`src/shared/tri_pwm_map.vh`:
```
// register map, field positions, reset values and widths of the triangle pwm channel
`ifndef TRI_PWM_MAP_VH
`define TRI_PWM_MAP_VH

`define CNT_W            16
`define ADDR_W           8

// register byte addresses
`define OFF_CTRL         8'h00
`define OFF_PERIOD       8'h04
`define OFF_POS_BUF      8'h08
`define OFF_NEG_BUF      8'h0c
`define OFF_PRESCALE     8'h10
`define OFF_STATUS       8'h14
`define OFF_COUNT        8'h18
`define OFF_POS_CMP      8'h1c
`define OFF_NEG_CMP      8'h20
`define OFF_INT_STAT     8'h24
`define OFF_INT_CLR      8'h28
`define OFF_INT_EN       8'h2c

// control register fields
`define CTRL_RUN         0
`define CTRL_MODE_LO     1
`define CTRL_MODE_HI     2
`define CTRL_AUTO_DT     3
`define CTRL_FDS_LO      4
`define CTRL_FDS_HI      5
`define CTRL_REL_SEL     6
`define CTRL_CES_LO      7
`define CTRL_CES_HI      8
`define CTRL_W           9

// forced duty codes
`define FDS_NONE         2'h0
`define FDS_ZERO         2'h2
`define FDS_FULL         2'h3

// cycle end output selection codes
`define CES_TOGGLE       2'h0
`define CES_LOW          2'h1
`define CES_HIGH         2'h2

// protection state codes as read back
`define PS_NORMAL        2'h0
`define PS_TRANSITION    2'h1
`define PS_PROTECTED     2'h2
`define PS_RETURN        2'h3

// interrupt bit positions
`define IRQ_TROUGH       0
`define IRQ_CREST        1
`define IRQ_PROT_ENTER   2
`define IRQ_PROT_EXIT    3
`define IRQ_W            4

// reset values
`define RST_CTRL         9'h002
`define RST_PERIOD       16'h00ff
`define RST_POS_BUF      16'h0080
`define RST_NEG_BUF      16'h0080
`define RST_PRESCALE     8'h00

`endif

```
`src/design/tri_pwm_forced_duty_protect.v`:
```
// triangle-wave complementary pwm channel with forced 0%/100% duty and output protection
//
// Decided for this implementation: the address map and the strobed register port.
`include "tri_pwm_map.vh"

module tri_pwm_forced_duty_protect (
   // clock and reset
   input  wire                 clock_in,
   input  wire                 rst_in,
   // register port
   input  wire [`ADDR_W-1:0]   addr_in,
   input  wire [31:0]          wr_data_in,
   input  wire                 wr_in,
   input  wire                 rd_in,
   output reg  [31:0]          rd_data_out,
   // pwm pins
   output reg                  pos_pwm_pin_out,
   output reg                  pos_pwm_pin_oe_out,
   output reg                  neg_pwm_pin_out,
   output reg                  neg_pwm_pin_oe_out,
   // group protection and interrupt
   output reg                  protect_disable_out,
   output reg                  irq_out
);

   localparam [3:0] ST_NORMAL = 4'h1;
   localparam [3:0] ST_TRANS  = 4'h2;
   localparam [3:0] ST_PROT   = 4'h4;
   localparam [3:0] ST_RET    = 4'h8;

   // readable code of a one-hot protection state
   function [1:0] state_code;
      input [3:0] st;
      begin
         case (st)
            ST_TRANS: state_code = `PS_TRANSITION;
            ST_PROT:  state_code = `PS_PROTECTED;
            ST_RET:   state_code = `PS_RETURN;
            default:  state_code = `PS_NORMAL;
         endcase
      end
   endfunction

   // forced duty code to fixed level, or none
   function is_force;
      input [1:0] code;
      begin
         is_force = (code == `FDS_FULL) || (code == `FDS_ZERO);
      end
   endfunction

   reg [`CTRL_W-1:0]   ctrl_q;
   reg [`CNT_W-1:0]    period_q;
   reg [`CNT_W-1:0]    pos_buf_q;
   reg [`CNT_W-1:0]    neg_buf_q;
   reg [7:0]           prescale_q;
   reg [7:0]           div_q;
   reg [`CNT_W-1:0]    cnt_q;
   reg                 down_q;
   reg [`CNT_W-1:0]    pos_cmp_q;
   reg [`CNT_W-1:0]    neg_cmp_q;
   reg [1:0]           force_q;
   reg                 pre_lvl_q;
   reg [3:0]           state_q;
   reg                 abn_zero_q;
   reg                 abn_crest_q;
   reg [`IRQ_W-1:0]    int_stat_q;
   reg [`IRQ_W-1:0]    int_en_q;

   wire                run      = ctrl_q[`CTRL_RUN];
   wire [1:0]          mode     = ctrl_q[`CTRL_MODE_HI:`CTRL_MODE_LO];
   wire                auto_dt  = ctrl_q[`CTRL_AUTO_DT];
   wire [1:0]          fds      = ctrl_q[`CTRL_FDS_HI:`CTRL_FDS_LO];
   wire                rel_sel  = ctrl_q[`CTRL_REL_SEL];
   wire [1:0]          ces      = ctrl_q[`CTRL_CES_HI:`CTRL_CES_LO];

   // one count clock: enable pulse from the prescaler
   wire                tick     = run && (div_q == prescale_q);
   wire                crest    = tick && !down_q && (cnt_q == period_q);
   wire                trough   = tick && down_q && (cnt_q == {`CNT_W{1'b0}});
   // mode 1 reloads at the trough only, modes 2 and 3 at both ends
   wire                xfer     = trough || (crest && (mode != 2'h1));
   wire                forced   = is_force(force_q);
   wire                pos_match = tick && (cnt_q == pos_cmp_q);
   wire                neg_match = tick && (cnt_q == neg_cmp_q);

   // normal window is strictly between zero and the period
   wire                buf_zero = (pos_buf_q == {`CNT_W{1'b0}});
   wire                buf_abn  = buf_zero || (pos_buf_q >= period_q);
   // mode 0 is not a triangle mode and never protects
   wire                prot_en  = auto_dt && (mode != 2'h0);

   wire                wr_ctrl  = wr_in && (addr_in == `OFF_CTRL);

   // register writes
   always @(posedge clock_in or posedge rst_in) begin
      if (rst_in) begin
         ctrl_q     <= `RST_CTRL;
         period_q   <= `RST_PERIOD;
         pos_buf_q  <= `RST_POS_BUF;
         neg_buf_q  <= `RST_NEG_BUF;
         prescale_q <= `RST_PRESCALE;
         int_en_q   <= {`IRQ_W{1'b0}};
      end else if (wr_in) begin
         case (addr_in)
            `OFF_CTRL:     ctrl_q     <= wr_data_in[`CTRL_W-1:0];
            `OFF_PERIOD:   period_q   <= wr_data_in[`CNT_W-1:0];
            `OFF_POS_BUF:  pos_buf_q  <= wr_data_in[`CNT_W-1:0];
            `OFF_NEG_BUF:  neg_buf_q  <= wr_data_in[`CNT_W-1:0];
            `OFF_PRESCALE: prescale_q <= wr_data_in[7:0];
            `OFF_INT_EN:   int_en_q   <= wr_data_in[`IRQ_W-1:0];
            default: ;
         endcase
      end
   end

   // prescaler and up/down counter
   always @(posedge clock_in or posedge rst_in) begin
      if (rst_in) begin
         div_q  <= 8'h00;
         cnt_q  <= {`CNT_W{1'b0}};
         down_q <= 1'b0;
      end else if (!run) begin
         div_q <= 8'h00;
      end else begin
         div_q <= tick ? 8'h00 : div_q + 8'h01;
         if (tick) begin
            if (crest) begin
               down_q <= 1'b1;
               cnt_q  <= cnt_q - {{(`CNT_W-1){1'b0}}, 1'b1};
            end else if (trough) begin
               down_q <= 1'b0;
               cnt_q  <= cnt_q + {{(`CNT_W-1){1'b0}}, 1'b1};
            end else if (down_q) begin
               cnt_q  <= cnt_q - {{(`CNT_W-1){1'b0}}, 1'b1};
            end else begin
               cnt_q  <= cnt_q + {{(`CNT_W-1){1'b0}}, 1'b1};
            end
         end
      end
   end

   // buffer to compare transfer
   always @(posedge clock_in or posedge rst_in) begin
      if (rst_in) begin
         pos_cmp_q <= `RST_POS_BUF;
         neg_cmp_q <= `RST_NEG_BUF;
      end else if (xfer) begin
         pos_cmp_q <= pos_buf_q;
         neg_cmp_q <= neg_buf_q;
      end
   end

   // level the positive phase takes when forced duty ends
   reg rel_lvl;
   always @* begin
      rel_lvl = pre_lvl_q;
      if (rel_sel) begin
         rel_lvl = pre_lvl_q;
      end else begin
         case (ces)
            `CES_TOGGLE: rel_lvl = ~pre_lvl_q;
            `CES_LOW:    rel_lvl = 1'b0;
            `CES_HIGH:   rel_lvl = 1'b1;
            default:     rel_lvl = pos_pwm_pin_out;
         endcase
      end
   end

   // phase levels; forced duty is sampled and released only at the trough
   always @(posedge clock_in or posedge rst_in) begin
      if (rst_in) begin
         force_q         <= `FDS_NONE;
         pre_lvl_q       <= 1'b0;
         pos_pwm_pin_out <= 1'b0;
         neg_pwm_pin_out <= 1'b1;
      end else if (trough && (is_force(fds) != forced || (forced && fds != force_q))) begin
         force_q <= is_force(fds) ? fds : `FDS_NONE;
         if (is_force(fds)) begin
            if (!forced) begin
               pre_lvl_q <= pos_pwm_pin_out;
            end
            // complementary fixed levels with no dead time gap
            pos_pwm_pin_out <= (fds == `FDS_FULL);
            neg_pwm_pin_out <= (fds != `FDS_FULL);
         end else begin
            pos_pwm_pin_out <= rel_lvl;
            neg_pwm_pin_out <= ~rel_lvl;
         end
      end else if (!forced) begin
         // exact equality keeps even one-count pulses near the period
         if (pos_match) begin
            pos_pwm_pin_out <= ~pos_pwm_pin_out;
         end
         if (neg_match) begin
            neg_pwm_pin_out <= ~neg_pwm_pin_out;
         end
      end
   end

   // output protection state machine, stepped at value transfers; the transition and return states step at every crest and trough
   reg [3:0] state_d;
   always @* begin
      state_d = state_q;
      if (!prot_en) begin
         state_d = ST_NORMAL;
      end else begin
         case (state_q)
            ST_NORMAL: begin
               if (xfer && buf_abn) begin
                  // zero passes a transition interval, at/above period goes straight in
                  state_d = buf_zero ? ST_TRANS : ST_PROT;
               end
            end
            ST_TRANS: begin
               if (crest || trough) begin
                  state_d = ST_PROT;
               end
            end
            ST_PROT: begin
               if (xfer && !buf_abn) begin
                  if (abn_zero_q ? trough : (abn_crest_q != crest)) begin
                     state_d = ST_RET;
                  end else begin
                     state_d = ST_NORMAL;
                  end
               end
            end
            ST_RET: begin
               if (crest || trough) begin
                  state_d = ST_NORMAL;
               end
            end
            default: state_d = ST_NORMAL;
         endcase
      end
   end

   always @(posedge clock_in or posedge rst_in) begin
      if (rst_in) begin
         state_q     <= ST_NORMAL;
         abn_zero_q  <= 1'b0;
         abn_crest_q <= 1'b0;
      end else begin
         state_q <= state_d;
         if (state_q == ST_NORMAL && state_d != ST_NORMAL) begin
            abn_zero_q  <= buf_zero;
            abn_crest_q <= crest;
         end
      end
   end

   // pins float in the protected state and while stopped; the transition interval keeps toggling
   always @(posedge clock_in or posedge rst_in) begin
      if (rst_in) begin
         pos_pwm_pin_oe_out  <= 1'b0;
         neg_pwm_pin_oe_out  <= 1'b0;
         protect_disable_out <= 1'b0;
      end else begin
         pos_pwm_pin_oe_out  <= run && (state_d != ST_PROT);
         neg_pwm_pin_oe_out  <= run && (state_d != ST_PROT);
         protect_disable_out <= (state_d == ST_PROT);
      end
   end

   // interrupt events; a set in the clear cycle wins
   wire [`IRQ_W-1:0] evt;
   assign evt[`IRQ_TROUGH]     = trough;
   assign evt[`IRQ_CREST]      = crest;
   assign evt[`IRQ_PROT_ENTER] = (state_q != ST_PROT) && (state_d == ST_PROT);
   assign evt[`IRQ_PROT_EXIT]  = (state_q != ST_NORMAL) && (state_d == ST_NORMAL);

   wire clr_hit = wr_in && (addr_in == `OFF_INT_CLR);

   genvar i;
   generate
      for (i = 0; i < `IRQ_W; i = i + 1) begin : g_irq
         always @(posedge clock_in or posedge rst_in) begin
            if (rst_in) begin
               int_stat_q[i] <= 1'b0;
            end else if (evt[i]) begin
               int_stat_q[i] <= 1'b1;
            end else if (clr_hit && wr_data_in[i]) begin
               int_stat_q[i] <= 1'b0;
            end
         end
      end
   endgenerate

   always @(posedge clock_in or posedge rst_in) begin
      if (rst_in) begin
         irq_out <= 1'b0;
      end else begin
         irq_out <= |((int_stat_q | evt) & int_en_q & ~(clr_hit ? wr_data_in[`IRQ_W-1:0] & ~evt : {`IRQ_W{1'b0}}))
                    || (|(evt & int_en_q));
      end
   end

   // read data one cycle after the strobe, zero otherwise
   reg [31:0] rd_mux;
   always @* begin
      rd_mux = 32'h0000_0000;
      case (addr_in)
         `OFF_CTRL:     rd_mux[`CTRL_W-1:0] = ctrl_q;
         `OFF_PERIOD:   rd_mux[`CNT_W-1:0]  = period_q;
         `OFF_POS_BUF:  rd_mux[`CNT_W-1:0]  = pos_buf_q;
         `OFF_NEG_BUF:  rd_mux[`CNT_W-1:0]  = neg_buf_q;
         `OFF_PRESCALE: rd_mux[7:0]         = prescale_q;
         `OFF_STATUS:   rd_mux[5:0]         = {neg_pwm_pin_out, pos_pwm_pin_out, down_q, forced,
                                               state_code(state_q)};
         `OFF_COUNT:    rd_mux[`CNT_W-1:0]  = cnt_q;
         `OFF_POS_CMP:  rd_mux[`CNT_W-1:0]  = pos_cmp_q;
         `OFF_NEG_CMP:  rd_mux[`CNT_W-1:0]  = neg_cmp_q;
         `OFF_INT_STAT: rd_mux[`IRQ_W-1:0]  = int_stat_q;
         `OFF_INT_EN:   rd_mux[`IRQ_W-1:0]  = int_en_q;
         default:       rd_mux = 32'h0000_0000;
      endcase
   end

   always @(posedge clock_in or posedge rst_in) begin
      if (rst_in) begin
         rd_data_out <= 32'h0000_0000;
      end else begin
         rd_data_out <= rd_in ? rd_mux : 32'h0000_0000;
      end
   end

endmodule

```
`config.mk`:
```
export PLATFORM = sky130hd
export DESIGN_NAME = tri_pwm_forced_duty_protect
export DESIGN_NICKNAME = d
export VERILOG_FILES = /design/src/design/tri_pwm_forced_duty_protect.v
export VERILOG_INCLUDE_DIRS = /design/src /design/src/shared
export SDC_FILE = /design/constraint.sdc
export NUM_CORES = 1
export LEC_CHECK = 0
export BUFFER_PORTS_ARGS = -buffer_cell sky130_fd_sc_hd__buf_2
export CAP_MARGIN = 25
export CORE_MARGIN = 8
export CORE_UTILIZATION = 45
export DETAILED_ROUTE_END_ITERATION = 6
export GPL_ROUTABILITY_DRIVEN = 1
export PLACE_DENSITY = 0.64
export SLEW_MARGIN = 20
export SYNTH_ARGS = -nofsm -noshare
export SYNTH_HDL_FRONTEND = slang
export SYNTH_SLANG_ARGS = --single-unit
```
`constraint.sdc`:
```
create_clock -name clock_in -period 16.9 [get_ports clock_in]
set_clock_uncertainty 0.15 [all_clocks]
set_input_delay 5.07 -clock clock_in [delete_from_list [all_inputs] [get_ports clock_in]]
set_output_delay 5.07 -clock clock_in [all_outputs]
set_load 0.1 [all_outputs]
```
# ---- Word-level counts from Yosys, hierarchy flattened
# Cells that the tools add are included.
dict set report totals {
  ff_bits 160
  in_bits 44
  out_inout_bits 38
}
dict set report classes {
  add_sub_neg 3
  n_lt_le_gt_ge 1
  n_eq_ne 37
  n_mux 43
  bitwise_logic 12
  reduce_logical 56
}
# op n
set ops {}
lappend ops {{2-to-1 mux 16 bit} 4}
lappend ops {{equality test 16 bit} 3}
lappend ops {{case mux 4 bit (11 select lines)} 1}
lappend ops {{case mux 7 bit (6 select lines)} 1}
lappend ops {{equality test 8 x 5 -> 1 bit, second input constant} 4}
lappend ops {{equality test 8 x 6 -> 1 bit, second input constant} 4}
lappend ops {{logical NOT 16 bit} 2}
lappend ops {{2-to-1 mux 4 bit} 7}
lappend ops {{logical AND 1 bit} 22}
lappend ops {{2-to-1 mux 1 bit} 20}
lappend ops {{case mux 2 bit (9 select lines)} 1}
lappend ops {{AND reduction 2 bit} 9}
lappend ops {{adder 16 x 1 -> 16 bit, second input constant} 1}
lappend ops {{AND 4 bit} 4}
lappend ops {{equality test 8 x 4 -> 1 bit, second input constant} 2}
lappend ops {{greater-or-equal comparator 16 bit} 1}
lappend ops {{2-to-1 mux 8 bit} 2}
lappend ops {{case mux 2 bit (8 select lines)} 1}
lappend ops {{case mux 4 bit (4 select lines)} 1}
lappend ops {{nonzero test 2 bit} 8}
lappend ops {{subtractor 16 x 1 -> 16 bit, second input constant} 1}
lappend ops {{equality test 2 bit, second input constant} 5}
lappend ops {{adder 8 x 1 -> 8 bit, second input constant} 1}
lappend ops {{equality test 4 x 1 -> 1 bit, second input constant} 2}
lappend ops {{26 further kinds} 45}

# ---- Longest topological paths before layout
dict set report logic_depth {
  ltp_word 19
  depth_mapped 11
}

# ---- Worst setup path after synthesis
# Ideal clock, no wire load.
dict set report synth_path {
  path_type {input port to flip-flop}
  from {input addr_in[4]}
  to {register irq_out}
  arrival_ps 6900
  path_slack_ps 9726
  stages 8
  path_cell_list {or4b_1 > nor3_1 > nand2_1 > a32oi_1 > nand2_1 > a221oi_1 > o211ai_1 > a211o_1}
}
dict set report synth_via {
  elab_chain_cells 7
}
# item line_no
set synth_lines {}
lappend synth_lines {{start, declared} tri_pwm_forced_duty_protect.v:11} ;# input wire [`ADDR_W-1:0] addr_in,
lappend synth_lines {{equality test 8 x 6 -> 1 bit (no line)} --}
lappend synth_lines {{logical AND 1 bit} tri_pwm_forced_duty_protect.v:273} ;# wire clr_hit = wr_in && (addr_in == `OFF_INT_CLR);
lappend synth_lines {{2-to-1 mux 4 bit} tri_pwm_forced_duty_protect.v:294} ;# irq_out <= |((int_stat_q | evt) & int_en_q & ~(clr_hit ? wr_data_in[`IRQ_W-1:0] & ~evt : {`IRQ_W{1'b0}}))
lappend synth_lines {{inverter 4 bit} tri_pwm_forced_duty_protect.v:294}
lappend synth_lines {{AND 4 bit} tri_pwm_forced_duty_protect.v:294}
lappend synth_lines {{OR reduction 4 bit} tri_pwm_forced_duty_protect.v:294}
lappend synth_lines {{logical OR 1 bit} tri_pwm_forced_duty_protect.v:294}
lappend synth_lines {{end signal, assigned} tri_pwm_forced_duty_protect.v:294}
lappend synth_lines {{end, declared} tri_pwm_forced_duty_protect.v:23} ;# output reg irq_out
# No other way between the ends.
# A chain may end at the register's enable or synchronous reset.

# ---- Worst setup path in the final report
dict set report layout_path {
  from {input addr_in[1]}
  to {register ctrl_q[4]}
}
dict set report layout_via {
  elab_chain_cells 2
}
# item line_no
set layout_lines {}
lappend layout_lines {{logical NOT 8 bit} tri_pwm_forced_duty_protect.v:105} ;# case (addr_in)
lappend layout_lines {{AND reduction 2 bit (no line)} --}
lappend layout_lines {{end signal, assigned} tri_pwm_forced_duty_protect.v:98} ;# ctrl_q <= `RST_CTRL;
lappend layout_lines {{end signal, assigned} tri_pwm_forced_duty_protect.v:106} ;# `OFF_CTRL: ctrl_q <= wr_data_in[`CTRL_W-1:0];
lappend layout_lines {{end, declared} tri_pwm_forced_duty_protect.v:52} ;# reg [`CTRL_W-1:0] ctrl_q;
# No other way between the ends.

==> out/results.tsv <==
metric	value	unit
slowest_stage	nor2_1	
post_cts_resized	0	
synthSimpleGateAreaFrac	0.161	
rows	51	
post-route-drc-count	0	
leakage	4.75	nW
min_path_type	register to register	
final_max_slew_viol_count	0	
clock_latency	0.43	ns
p_sw	0.399	mW
synth_cells	856	
path_clk_slew	0.06	ns
p_seq_frac	0.435	
synthArstFlopShare	1.00	
initial_core_util	0.453	
ys_seq_area_frac	0.461	
synthXorXnorAreaFrac	0.0833	
status	complete, no violations	
place.gp.congestion	0.874	
die_area	24100	µm²
grt_overflow_total	0	
synth_seq_cells	160	
rsz0062_at_grt	no	
finalSetupTns	0	ns
synth_top_flop_cell	dfrtp_1	
path_buf_inv	1	
peakVddDrop	0.0783	mV
syn-cell-area	8730	µm²
dpl_cell_area	9120	µm²
cp_max_fo	10	
worstPathRequired	17.06	ns
dr_total_vias	6799	
area_growth	11.0	%
max_freq	136	MHz
end_kind	register	
cts_tree	built	
cts_hold_buf	0	
fp.dieH	155	µm
ys_top_cells_by_area	dfrtp_1 (42%), mux2_2 (9.3%), xor2_1 (6.3%)	
yosysWarnings	0	
antenna_cells_inserted	0	
post-route-min-period	7.35	ns
p_per_area	115	nW/µm²
ys_top_cells_by_count	dfrtp_1 (145), nand2_1 (129), mux2_2 (72), xor2_1 (63), nor2_1 (42)	
grt_max_degree	94	
dp.cells	1135	
synth_top_family_by_area	simple AND/OR/NAND/NOR gates	
syn_avg_cell_area	10.2	µm²
slew_headroom	0.390	
drive_gt1_frac	0.218	
pin_count	82	
synth.largest_area_cell	dfrtp_1	
fin_area	9690	µm²
viasPerCell	5.83	
synth_edf_count	0	
drt-initial-drc-count	516	
synth_top_area_share	0.416	
htreeDepth	4	
cts_root_buf	clkbuf_16	
ys_types	70	
track_usage	0.202	
period_share	0.435	
clock_sinks	160	
grt_pass1_wl	37900	µm
timing.max_cap.violations	0	
startpoint_type	input port	
drt-total-wl	23900	µm
synthAdderAreaFrac	0.0287	
switching_share	0.359	
tightest_slew	0.912	ns
grt_pass1_vias	6736	
rrSetupSlack	13.44	ns
post-dp-hpwl	17000	µm
antenna_found_initial	0	
fin_nets	953	
muxShareOfSynthArea	0.0966	
critPathKind	input port to register	
die-width	155	µm
synth_compound_area_frac	0.121	
drtAntennaViolNets	0	
worstPathArrival	7.51	ns
hold_violations	0	
setup_viol	0	
wl_per_cell	20.5	µm
cts_post_setup_buffers_inserted	0	
worstPathCellList	buf_2, or4_1, nor2_1, nand2_1, mux2_2	
clk_path_buf_depth	2	
clkPwrFrac	0.332	
p_int	0.713	mW
synthMostInstantiatedCell	dfrtp_1	
port_buffers	49	
p_comb_frac	0.232	
critical_path.max_stage_delay	0.75	ns
cts_buffers	17	
layoutNonFillerInstCount	1167	
drt_pass1_iterations	6	
path_delay_family	simple AND/OR/NAND/NOR gates	
fp.coreArea	19300	µm²
[final cells by class]
type / instances / area [µm²]
Clock buffer: 17 / 425
Clock inverter: 15 / 136
Fill cell: 1786 / 9590
Inverter: 29 / 114
Multi-Input combinational cell: 622 / 4340
Sequential cell: 160 / 4020
Tap cell: 265 / 332
Timing Repair Buffer: 59 / 320
[final timing paths]
kind | start | endpoint | cells after the start
max | addr_in[1] | ctrl_q[4] | 5
min | neg_buf_q[7] | neg_cmp_q[7] | 2
max reg2reg | cnt_q[2] | cnt_q[10] | 8
min reg2reg | neg_buf_q[7] | neg_cmp_q[7] | 2
max in group asynchronous | rst_in | cnt_q[14] | 3
min in group asynchronous | rst_in | cnt_q[11] | 2
[placed cells by master (no fill, tap or decap), types with 4 or more instances in the layout]
cell and instances:
o21ai_0 20, nand3_1 19, dfstp_2 15, nand2b_1 4, nor2_1 42, a31oi_1 17, a222oi_1 6, and3_1 6
nand4_1 13, a221oi_1 12, clkbuf_16 17, xnor2_1 20, a21oi_1 10, inv_6 4, a22oi_1 33, buf_2 49
conb_1 16, ha_1 20, nor3_1 17, nor4_1 19, inv_1 28, clkinvlp_4 6, buf_4 10, and2_1 4
xor2_1 63, dfrtp_1 145, nand2_1 129, mux2_2 72, a22o_1 10, a21o_1 5
[cell families after synthesis]
family / Yosys count
flip-flops: 160
adder cells (fa/ha/maj): 20
buffers and inverters: 89
other: 1
multiplexers: 75
AND/OR/NAND/NOR: 284
AO/OA/AOI/OAI: 144
XOR/XNOR: 83
[metrics by stage]
stage	power, mW	setup slack (ns)	hold slack [ns]	utilization
after detailed placement	0.745	9.19	0.307	0.473
after global routing	1.16	9.42	0.347	0.503
after floorplan	0.677	7.38	0.290	-
final	1.11	9.55	0.311	0.503
after global placement	0.742	9.18	0.304	0.473
after CTS	1.12	9.65	0.316	0.503
[sequential cells by signal (all words and copies together), names as in the netlist, 8 cells and up]
register     flops
cnt_q           16
ctrl_q           9
period_q        16
rd_data_out     16
pos_cmp_q       16
div_q            8
pos_buf_q       16
prescale_q       8
neg_buf_q       16
neg_cmp_q       16
[tightest hold or removal path: stages (launching register included)]
cell     delay (ns)
dfstp_2        0.37
nand2_1        0.05
nand2_1        0.04
[layer usage]
layer,global-route usage,wire length [µm],up-vias
li1,-,-,3099
met1,0.265,10300,3369
met2,0.326,11200,273
met3,0.0280,1580,58
met4,0.0943,813,0
met5,0,0,-
[power groups by stage]
stage | sequential, mW | clock, mW | combinational (mW)
after global routing | 0.488 | 0.388 | 0.283
after detailed placement | 0.488 | 0 | 0.257
after CTS | 0.482 | 0.377 | 0.258
after global placement | 0.489 | 0 | 0.253
final | 0.484 | 0.369 | 0.258
after floorplan | 0.454 | 0 | 0.223
No activity file was read; power rests on OpenSTA's default activity.
